==> config.mk <==
export PLATFORM = sky130hd
export DESIGN_NAME = hfl_top
export DESIGN_NICKNAME = d
export VERILOG_FILES = /design/src/logic/hfl_pkg.sv /design/src/logic/hfl_top.sv /design/src/logic/hfl_clamp.sv
export SDC_FILE = /design/constraint.sdc
export NUM_CORES = 1
export LEC_CHECK = 0
export BUFFER_PORTS_ARGS = -buffer_cell sky130_fd_sc_hd__clkbuf_2
export CAP_MARGIN = 20
export CORE_MARGIN = 4
export CORE_UTILIZATION = 35
export DETAILED_ROUTE_END_ITERATION = 8
export PLACE_DENSITY = 0.66
export SLEW_MARGIN = 10
export SYNTH_ARGS = -nofsm -noshare
export SYNTH_HDL_FRONTEND = slang
export SYNTH_HIERARCHICAL = 1
export SYNTH_SLANG_ARGS = --single-unit
export TNS_END_PERCENT = 50
==> constraint.sdc <==
create_clock -name i_clk_sys -period 5.78 [get_ports i_clk_sys]
set_clock_uncertainty 0.1 [all_clocks]
set_input_delay 0.867 -clock i_clk_sys [delete_from_list [all_inputs] [get_ports i_clk_sys]]
set_output_delay 0.867 -clock i_clk_sys [all_outputs]
set_load 0.05 [all_outputs]
==> src/logic/hfl_pkg.sv <==
// Package for the holdover mode and pull-range bound block.
// Assumes one system clock and an 8-bit register port from the host.
package hfl_pkg;

	// ----------------------------------------
	// Register offsets on the host port
	// ----------------------------------------
	localparam logic [7:0] HFL_ADDR_HOLD_FREQ_LO = 8'h3E; // Holdover word bits 7:0
	localparam logic [7:0] HFL_ADDR_HOLD_FREQ_MI = 8'h3F; // Holdover word bits 15:8
	localparam logic [7:0] HFL_ADDR_HOLD_MODES   = 8'h40; // Holdover behaviour control
	localparam logic [7:0] HFL_ADDR_BOUND_LOW    = 8'h41; // Pull-range bound bits 7:0
	localparam logic [7:0] HFL_ADDR_BOUND_HIGH   = 8'h42; // Pull-range bound bits 9:8

	// ----------------------------------------
	// Values after reset
	// ----------------------------------------
	localparam logic [7:0] HFL_RST_HOLD_FREQ_LO = 8'h00;
	localparam logic [7:0] HFL_RST_HOLD_FREQ_MI = 8'h00;
	localparam logic [7:0] HFL_RST_HOLD_MODES   = 8'h88;
	localparam logic [7:0] HFL_RST_BOUND_LOW    = 8'h76;
	localparam logic [7:0] HFL_RST_BOUND_HIGH   = 8'h00;

	// ----------------------------------------
	// Field positions in the behaviour control register
	// ----------------------------------------
	localparam int HFL_BIT_AUTO_AVG  = 7; // Averaged holdover select
	localparam int HFL_BIT_FAST_AVG  = 6; // Quick-filter select
	localparam int HFL_BIT_READ_AVG  = 5; // Filtered-readback select
	localparam int HFL_BIT_MINI_HI   = 4; // Brief-loss field, upper bit
	localparam int HFL_BIT_MINI_LO   = 3; // Brief-loss field, lower bit
	localparam int HFL_BIT_HFREQ_HI  = 2; // Holdover word bit 18 lives here
	localparam int HFL_BIT_BOUND_HI  = 1; // Upper bound register, bit 9

	// ----------------------------------------
	// Widths
	// ----------------------------------------
	localparam int HFL_FREQ_W  = 19; // Holdover frequency word
	localparam int HFL_BOUND_W = 10; // Joined pull-range bound
	localparam int HFL_OFS_W   = 12; // Offset input, in bound units

	// ----------------------------------------
	// Brief-loss handling codes
	// ----------------------------------------
	typedef enum logic [1:0] {
		HFL_MINI_RSVD   = 2'h0,
		HFL_MINI_AS_FULL = 2'h1,
		HFL_MINI_FREEZE  = 2'h2,
		HFL_MINI_FAST    = 2'h3
	} hfl_mini_t;

endpackage

==> src/logic/hfl_top.sv <==
// Holdover behaviour control and pull-range bound for the timing loops.
// Assumes a synchronous 8-bit host register port and averager/measure inputs.
`timescale 1ns/1ps
`default_nettype none

module hfl_top (
	// Clock and reset
	input  wire logic                                     i_clk_sys,
	input  wire logic                                     i_reset_n,
	// Host register port
	input  wire logic [7:0]                               i_reg_addr,
	input  wire logic                                     i_reg_wr,
	input  wire logic [7:0]                               i_reg_wdata,
	input  wire logic                                     i_reg_rd,
	output logic      [7:0]                               o_reg_rdata,
	// Primary loop state and frequency sources
	input  wire logic                                     i_holdover,
	input  wire logic                                     i_mini_holdover,
	input  wire logic                                     i_manual_holdover,
	input  wire logic signed [hfl_pkg::HFL_FREQ_W-1:0]    i_inst_freq,
	input  wire logic signed [hfl_pkg::HFL_FREQ_W-1:0]    i_avg_fast,
	input  wire logic signed [hfl_pkg::HFL_FREQ_W-1:0]    i_avg_slow,
	// Loop offsets and oscillator calibration
	input  wire logic signed [hfl_pkg::HFL_OFS_W-1:0]     i_primary_loop_offset,
	input  wire logic signed [hfl_pkg::HFL_OFS_W-1:0]     i_secondary_loop_offset,
	input  wire logic signed [hfl_pkg::HFL_OFS_W-1:0]     i_xo_cal,
	// Loop frequency results
	output logic signed [hfl_pkg::HFL_FREQ_W-1:0]         o_hold_freq,
	output logic signed [hfl_pkg::HFL_OFS_W:0]            o_primary_loop_offset,
	output logic                                          o_primary_loop_at_limit,
	output logic signed [hfl_pkg::HFL_OFS_W:0]            o_secondary_loop_offset,
	output logic                                          o_secondary_loop_at_limit,
	output logic [hfl_pkg::HFL_BOUND_W-1:0]               o_pull_range_bound
);
	import hfl_pkg::*;

	// ----------------------------------------
	// Functions
	// ----------------------------------------

	// Pick the fast or slow averager output
	function automatic logic signed [HFL_FREQ_W-1:0] pick_avg(
		input logic                         fast,
		input logic signed [HFL_FREQ_W-1:0] f_val,
		input logic signed [HFL_FREQ_W-1:0] s_val
	);
		pick_avg = fast ? f_val : s_val;
	endfunction

	// ----------------------------------------
	// Registers
	// ----------------------------------------
	logic [7:0] hold_lo_reg;    // Written holdover word bits 7:0
	logic [7:0] hold_mi_reg;    // Written holdover word bits 15:8
	logic [7:0] modes_reg;      // Behaviour control
	logic [7:0] bound_low_reg;  // Bound bits 7:0
	logic [1:0] bound_high_reg; // Bound bits 9:8
	logic [7:0] rdata_reg;      // Read data holding register

	// ----------------------------------------
	// Address decode
	// ----------------------------------------
	wire sel_lo    = (i_reg_addr == HFL_ADDR_HOLD_FREQ_LO);
	wire sel_mi    = (i_reg_addr == HFL_ADDR_HOLD_FREQ_MI);
	wire sel_modes = (i_reg_addr == HFL_ADDR_HOLD_MODES);
	wire sel_blow  = (i_reg_addr == HFL_ADDR_BOUND_LOW);
	wire sel_bhigh = (i_reg_addr == HFL_ADDR_BOUND_HIGH);

	// ----------------------------------------
	// Field views
	// ----------------------------------------
	wire       auto_avg  = modes_reg[HFL_BIT_AUTO_AVG];
	wire       fast_avg  = modes_reg[HFL_BIT_FAST_AVG];
	wire       read_avg  = modes_reg[HFL_BIT_READ_AVG];
	hfl_mini_t mini_mode;
	assign mini_mode = hfl_mini_t'(modes_reg[HFL_BIT_MINI_HI:HFL_BIT_MINI_LO]);

	// Written holdover word, 19 bits joined over three registers
	wire signed [HFL_FREQ_W-1:0] written_freq =
		{modes_reg[HFL_BIT_HFREQ_HI:0], hold_mi_reg, hold_lo_reg};

	// Averaged frequency the quick-filter bit selects
	wire signed [HFL_FREQ_W-1:0] sel_avg = pick_avg(fast_avg, i_avg_fast, i_avg_slow);

	// Value presented on the holdover word readback
	wire signed [HFL_FREQ_W-1:0] read_freq = read_avg ? sel_avg : written_freq;

	// Joined pull-range bound
	wire [HFL_BOUND_W-1:0] pull_range_bound = {bound_high_reg, bound_low_reg};

	// ----------------------------------------
	// Register writes
	// ----------------------------------------

	// Host writes; control register keeps all eight bits
	always_ff @(posedge i_clk_sys or negedge i_reset_n) begin
		if (!i_reset_n) begin
			hold_lo_reg    <= HFL_RST_HOLD_FREQ_LO;
			hold_mi_reg    <= HFL_RST_HOLD_FREQ_MI;
			modes_reg      <= HFL_RST_HOLD_MODES;
			bound_low_reg  <= HFL_RST_BOUND_LOW;
			bound_high_reg <= HFL_RST_BOUND_HIGH[HFL_BIT_BOUND_HI:0];
		end else if (i_reg_wr) begin
			if (sel_lo) begin
				hold_lo_reg <= i_reg_wdata;
			end else if (sel_mi) begin
				hold_mi_reg <= i_reg_wdata;
			end else if (sel_modes) begin
				modes_reg <= i_reg_wdata;
			end else if (sel_blow) begin
				bound_low_reg <= i_reg_wdata;
			end else if (sel_bhigh) begin
				bound_high_reg <= i_reg_wdata[HFL_BIT_BOUND_HI:0];
			end
		end
	end

	// ----------------------------------------
	// Register reads
	// ----------------------------------------

	// Read mux; unmapped addresses and unused bits read zero
	logic [7:0] rd_mux;
	assign rd_mux =
		sel_lo    ? read_freq[7:0] :
		sel_mi    ? read_freq[15:8] :
		sel_modes ? {modes_reg[7:HFL_BIT_HFREQ_HI+1], read_freq[HFL_FREQ_W-1:16]} :
		sel_blow  ? bound_low_reg :
		sel_bhigh ? {6'h00, bound_high_reg} :
		8'h00;

	// Read data captured on the read strobe and held
	always_ff @(posedge i_clk_sys or negedge i_reset_n) begin
		if (!i_reset_n) begin
			rdata_reg <= 8'h00;
		end else if (i_reg_rd) begin
			rdata_reg <= rd_mux;
		end
	end
	assign o_reg_rdata = rdata_reg;

	// ----------------------------------------
	// Frozen frequency capture
	// ----------------------------------------
	logic                        hold_any_reg; // Holdover or mini seen last cycle
	logic signed [HFL_FREQ_W-1:0] frozen_reg;   // Frequency at loss of input
	wire                         hold_any   = i_holdover | i_mini_holdover;
	wire                         hold_entry = hold_any & ~hold_any_reg;
	// Frozen value; on the entry cycle itself the current frequency is used,
	// so a stale value from an earlier loss never reaches the output
	wire signed [HFL_FREQ_W-1:0] frozen_val = hold_entry ? i_inst_freq : frozen_reg;

	// Freeze the instantaneous frequency on entry to either holdover
	always_ff @(posedge i_clk_sys or negedge i_reset_n) begin
		if (!i_reset_n) begin
			hold_any_reg <= 1'b0;
			frozen_reg   <= '0;
		end else begin
			hold_any_reg <= hold_any;
			if (hold_entry) begin
				frozen_reg <= i_inst_freq;
			end
		end
	end

	// ----------------------------------------
	// Holdover frequency selection
	// ----------------------------------------

	// Full holdover: manual wins, then averager, else frozen
	logic signed [HFL_FREQ_W-1:0] full_freq;
	assign full_freq =
		i_manual_holdover ? written_freq :
		auto_avg          ? sel_avg :
		frozen_val;

	// Brief loss: per field code; reserved code acts as full holdover
	logic signed [HFL_FREQ_W-1:0] mini_freq;
	assign mini_freq =
		(mini_mode == HFL_MINI_FREEZE) ? frozen_val :
		(mini_mode == HFL_MINI_FAST)   ? i_avg_fast :
		full_freq;

	// Output word; the frozen value uses the current entry, averaged values pass live
	logic signed [HFL_FREQ_W-1:0] hold_freq_next;
	assign hold_freq_next =
		i_holdover      ? full_freq :
		i_mini_holdover ? mini_freq :
		i_inst_freq;

	// Register the loop frequency output
	always_ff @(posedge i_clk_sys or negedge i_reset_n) begin
		if (!i_reset_n) begin
			o_hold_freq <= '0;
		end else begin
			o_hold_freq <= hold_freq_next;
		end
	end

	// ----------------------------------------
	// Pull-range clamps for both loops
	// ----------------------------------------

	// Primary loop clamp
	hfl_clamp u_primary_clamp (
		.i_clk_sys  (i_clk_sys),
		.i_reset_n  (i_reset_n),
		.i_offset   (i_primary_loop_offset),
		.i_xo_cal   (i_xo_cal),
		.i_bound    (pull_range_bound),
		.o_offset   (o_primary_loop_offset),
		.o_at_limit (o_primary_loop_at_limit)
	);

	// Secondary loop clamp
	hfl_clamp u_secondary_clamp (
		.i_clk_sys  (i_clk_sys),
		.i_reset_n  (i_reset_n),
		.i_offset   (i_secondary_loop_offset),
		.i_xo_cal   (i_xo_cal),
		.i_bound    (pull_range_bound),
		.o_offset   (o_secondary_loop_offset),
		.o_at_limit (o_secondary_loop_at_limit)
	);

	// Bound shown to the loops, straight from registers
	assign o_pull_range_bound = pull_range_bound;

endmodule

`default_nettype wire

==> src/logic/hfl_clamp.sv <==
// Symmetric pull-range clamp for one loop's frequency offset.
// Assumes offset and calibration share the bound's unit and sign convention.
`timescale 1ns/1ps
`default_nettype none

module hfl_clamp (
	// Clock and reset
	input  wire logic                                 i_clk_sys,
	input  wire logic                                 i_reset_n,
	// Offset in, calibration and bound
	input  wire logic signed [hfl_pkg::HFL_OFS_W-1:0] i_offset,
	input  wire logic signed [hfl_pkg::HFL_OFS_W-1:0] i_xo_cal,
	input  wire logic        [hfl_pkg::HFL_BOUND_W-1:0] i_bound,
	// Clamped offset and limit flag
	output logic signed [hfl_pkg::HFL_OFS_W:0]        o_offset,
	output logic                                      o_at_limit
);
	import hfl_pkg::*;

	// ----------------------------------------
	// Combinational clamp
	// ----------------------------------------
	logic signed [HFL_OFS_W:0] sum;       // Offset with calibration folded in
	logic signed [HFL_OFS_W:0] pos_bound; // Upper limit
	logic signed [HFL_OFS_W:0] neg_bound; // Lower limit
	logic                      over_hi;   // Above the upper limit
	logic                      over_lo;   // Below the lower limit
	logic signed [HFL_OFS_W:0] out_next;  // Clamped value

	assign sum       = {i_offset[HFL_OFS_W-1], i_offset} + {i_xo_cal[HFL_OFS_W-1], i_xo_cal};
	assign pos_bound = signed'({{(HFL_OFS_W+1-HFL_BOUND_W){1'b0}}, i_bound});
	assign neg_bound = -pos_bound;
	assign over_hi   = sum > pos_bound;
	assign over_lo   = sum < neg_bound;
	assign out_next  = over_hi ? pos_bound : (over_lo ? neg_bound : sum);

	// Register the clamped offset and flag
	always_ff @(posedge i_clk_sys or negedge i_reset_n) begin
		if (!i_reset_n) begin
			o_offset   <= '0;
			o_at_limit <= 1'b0;
		end else begin
			o_offset   <= out_next;
			o_at_limit <= over_hi | over_lo;
		end
	end

endmodule

`default_nettype wire

==> flow_metrics.py <==
metrics = {
    "run_status": {
        "run_status": "finished, final reports clean",
    },
    "synth": {
        "post-synth-top-count-cell": "sky130_fd_sc_hd__dfrtp_1",
        "post_synth_main_area_contributors": "sky130_fd_sc_hd__dfrtp_1, sky130_fd_sc_hd__ha_1, sky130_fd_sc_hd__mux2_2, sky130_fd_sc_hd__mux2i_1, sky130_fd_sc_hd__inv_1",
        "yosysSeqAreaShare_pct": 30.27,
        "post-synth-top-area-fraction_pct": 28.24,
        "ys.flop_type": "sky130_fd_sc_hd__dfrtp_1",
        "postSynth.asyncResetShare_pct": 100.0,
        "syn-cell-area_um2": 9040,
        "syn_avg_cell_area_um2": 9.196,
        "postSynthCellCount": 983,
        "synthesis.nets": 1165,
        "synth-warning-count": 6,
        "post_synth_num_cell_types": 88,
        "synthTopCellsByCount": "sky130_fd_sc_hd__dfrtp_1, sky130_fd_sc_hd__inv_1, sky130_fd_sc_hd__nor2_1",
        "yosys.area.top_type": "sky130_fd_sc_hd__dfrtp_1",
        "register_bit_total_from_synthesis": 109,
        "synth_enable_flop_cells": 0,
    },
    "sta": {
        "timing.final.setup_violations": 0,
        "period_share_pct": 79.94,
        "timing.setup.tns_ps": 0,
        "fin_crit_ps": 4620,
        "final_hold_viols": 0,
        "grt_setup_unrepaired": "false",
        "timing.final.max_slew_violations": 0,
        "worst-slew-pin-transition_ps": 1041,
        "max_freq_mhz": 216.4,
        "slew_headroom_pct": 30.53,
    },
    "power": {
        "power.clock.fraction_pct": 22.7,
        "post-layout-total-power_mw": 3.026,
        "ir_worst_vdd_mv": 0.1627,
        "total_leakage_power_nw": 4.803,
        "power_frac_comb_pct": 47.0,
        "powerDensity_nw_per_um2": 287.0,
        "power_switching_mw": 1.285,
        "cellInternalPower_mw": 1.741,
        "p_sw_share_pct": 42.45,
        "power.share.sequential_pct": 30.3,
    },
    "finish": {
        "fin_nets": 1319,
        "antenna_cells": 0,
        "final.fill_count": 2510,
        "drive_above_1_share_pct": 27.32,
        "final_area_um2": 10540,
        "flow.area_growth_from_synthesis_pct": 16.62,
    },
    "critical_path": {
        "register_to_register_setup_slack_ps": 1180,
        "timing.setup.critical_path_class": "in2reg",
        "critPathMaxStageDelay_ps": 750,
        "worstSetupStartpointType": "primary input",
        "kind_of_cell_with_the_highest_combined_delay_on_the_critical_path": "compound AO/OA/AOI/OAI gates",
        "timing.critical_path.buf_inv": 3,
        "critPathRequiredTime_ps": 5950,
        "worstReg2RegEnd": "u_secondary_clamp/o_offset[4]$_DFF_PN0_",
        "crit_path_end_kind": "flip-flop",
        "cell_depth_of_the_worst_flop_to_flop_path": 14,
        "crit_path_max_fanout": 11,
        "crit-reg2reg-launch": "bound_low_reg[0]$_DFFE_PN0P_",
        "cpMaxStageDelayCell": "sky130_fd_sc_hd__o21ai_1",
        "path_cells": "clkbuf_2 > ha_1 > inv_1 > fa_1 > nor2b_4 > o31a_1 > o31ai_2 > nand2_1 > inv_1 > ha_1 > a21oi_1 > o21ai_0 > o22ai_1 > a211oi_2 > o21a_2 > o21ai_1 > a21oi_1 > o22ai_1",
        "data_arrival_time_of_the_critical_path_ps": 4790,
    },
    "route": {
        "drt_pass1_iterations": 5,
        "wl_per_cell_um": 19.19,
        "detail_route.iter0.violations": 892,
        "totalWireLength_mm": 28.25,
        "drt.antenna.violating_nets": 0,
        "via_per_inst": 5.736,
        "drcViolationCount": 0,
        "vias": 8443,
    },
    "clocking": {
        "cts-root-to-sink-buffers": 2,
        "cts.sinks": 109,
        "worst_skew_pair.late_latency_ps": 350,
        "post_cts_resize_count": 0,
        "root_buffer": "sky130_fd_sc_hd__clkbuf_16",
        "cts_clock_pin_slew_for_the_worst_setup_and_hold_paths_ps": 80,
        "cts.hold.buffers_added": 0,
        "htreeDepth": 3,
        "postCtsSetupBuffers": 0,
        "clock_tree_from_tritoncts": "built",
        "cts-buffers-inserted": 9,
    },
    "place": {
        "detailedPlacementHpwl_mm": 21.92,
        "gpl.final_weighted_congestion": 0.8727,
        "placement.io_buffers": 180,
        "postPlaceCellArea_um2": 10230,
    },
    "grt": {
        "number_of_antenna_violations_at_the_first_check_in_global_routing": 0,
        "via_count_of_the_first_global_routing_pass": 8241,
        "gr-total-overflow": 0,
        "grt.total_usage_pct": 19.45,
        "grt_max_degree": 65,
        "grt_pass1_wl_mm": 45.07,
    },
    "min_path": {
        "min-delay-path-class": "reg2reg",
        "hold_end": "frozen_reg[11]$_DFF_PN0_",
        "hold-path-cell-count": 2,
        "hold_path_startpoint": "frozen_reg[11]$_DFF_PN0_",
    },
    "die": {
        "floorplan.die.height_um": 168.7,
        "core_um2": 25330,
        "die_area_um2": 28460,
        "placementRows": 58,
        "fp.dieW_um": 168.7,
        "initial_core_util_pct": 35.69,
        "io-pin-count": 181,
    },
    "flow_run": {
        "max-cap-violations": 0,
    },
}
## metrics by stage
step | setup WS, ps | std cells | utilization, % | hold slack [ps]
floorplan | 1610 | 983 | - | 350.4
finish | 1160 | 1472 | 41.63 | 390.2
CTS | 1235 | 1472 | 41.63 | 390.7
detailed placement | 868.5 | 1456 | 40.39 | 372.2
global route | 798.4 | 1472 | 41.63 | 423.9
global placement | 953.7 | 1456 | 40.39 | 367.1
## power by group through the flow
stage	registers, mW	clock network, mW	logic [mW]
finish	0.918	0.686	1.42
global route	0.930	0.729	1.55
CTS	0.920	0.697	1.41
detailed placement	0.934	0	1.41
global placement	0.933	0	1.39
floorplan	1.17	0	0.816
## worst register-to-register path, stage by stage (launching register included)
cell	delay (ps)
sky130_fd_sc_hd__dfrtp_1	590
sky130_fd_sc_hd__nor3_1	570
sky130_fd_sc_hd__and3_1	350
sky130_fd_sc_hd__and3_1	300
sky130_fd_sc_hd__and3_1	260
sky130_fd_sc_hd__xnor2_1	110
sky130_fd_sc_hd__ha_1	200
sky130_fd_sc_hd__nor3_1	120
sky130_fd_sc_hd__o21ai_0	110
sky130_fd_sc_hd__o22ai_1	290
sky130_fd_sc_hd__a211oi_2	140
sky130_fd_sc_hd__o21a_2	260
sky130_fd_sc_hd__o21ai_1	750
sky130_fd_sc_hd__a21oi_1	170
sky130_fd_sc_hd__o22ai_1	190
## cell usage in the layout (no fill, tap or decap), types with 10 or more instances in the layout
| cell type | instances |
|---|---|
| sky130_fd_sc_hd__clkbuf_2 | 179 |
| sky130_fd_sc_hd__dfrtp_1 | 102 |
| sky130_fd_sc_hd__inv_1 | 75 |
| sky130_fd_sc_hd__nor2_1 | 66 |
| sky130_fd_sc_hd__ha_1 | 64 |
| sky130_fd_sc_hd__mux2i_1 | 54 |
| sky130_fd_sc_hd__mux2_2 | 49 |
| sky130_fd_sc_hd__a21oi_1 | 49 |
| sky130_fd_sc_hd__nand2_1 | 38 |
| sky130_fd_sc_hd__o21ai_0 | 31 |
| sky130_fd_sc_hd__nand3_1 | 24 |
| sky130_fd_sc_hd__xnor2_1 | 20 |
| sky130_fd_sc_hd__o22ai_1 | 19 |
| sky130_fd_sc_hd__nor2b_1 | 18 |
| sky130_fd_sc_hd__o221ai_1 | 18 |
| sky130_fd_sc_hd__nor3_1 | 18 |
| sky130_fd_sc_hd__nand2b_1 | 15 |
| sky130_fd_sc_hd__o211ai_1 | 15 |
| sky130_fd_sc_hd__a31oi_1 | 14 |
| sky130_fd_sc_hd__o21bai_1 | 13 |
| sky130_fd_sc_hd__a211oi_1 | 12 |
| sky130_fd_sc_hd__buf_4 | 12 |
| sky130_fd_sc_hd__and3_1 | 12 |
| sky130_fd_sc_hd__a221oi_1 | 11 |
| sky130_fd_sc_hd__a22oi_1 | 10 |
## final cells by class
cell class / count / area (µm²) / share of cell area, %
tap: 330 / 412.9 / 3.916
sequential: 109 / 2736 / 25.96
clock inverter: 4 / 77.57 / 0.7358
multi-input combinational: 750 / 5808 / 55.09
timing repair buffer: 191 / 985.9 / 9.352
inverter: 76 / 285.3 / 2.706
clock buffer: 12 / 236.5 / 2.243
## per-layer routing
layer  global-route usage (%)  wire length (µm)  vias to the layer above
li1                         -                 -                     4005
met1                    26.18             12380                     4037
met2                    33.60             13820                      363
met3                    2.569              1649                       38
met4                    3.987               397                        0
met5                        0                 0                        -
## cell families (layout without fill, tap and decap cells)
group / after synthesis / in the layout / share of synthesized area, %
buffers and inverters: 124 / 283 / 5.522
muxes: 109 / 109 / 12.83
and+or+nand+nor: 238 / 238 / 13.91
adders and majority gates: 66 / 66 / 9.301
xor gates and xnor gates: 27 / 27 / 2.699
DFF: 109 / 109 / 30.27
AOI/OAI and AO/OA: 310 / 310 / 25.47
## how the worst max path moves through the flow
stage                                               to  cells past startpoint                         start
6_report       u_secondary_clamp/o_offset[4]$_DFF_PN0_                     18                   i_xo_cal[0]
5_1_grt        u_secondary_clamp/o_offset[8]$_DFF_PN0_                     14  bound_low_reg[0]$_DFFE_PN0P_
4_1_cts        u_secondary_clamp/o_offset[8]$_DFF_PN0_                     14  bound_low_reg[0]$_DFFE_PN0P_
3_5_place_dp   u_secondary_clamp/o_offset[8]$_DFF_PN0_                     18                   i_xo_cal[0]
3_3_place_gp   u_secondary_clamp/o_offset[4]$_DFF_PN0_                     15                   i_xo_cal[4]
2_1_floorplan    u_primary_clamp/o_offset[8]$_DFF_PN0_                     18                   i_xo_cal[0]
Note: power is estimated with default switching activity, not from simulation.
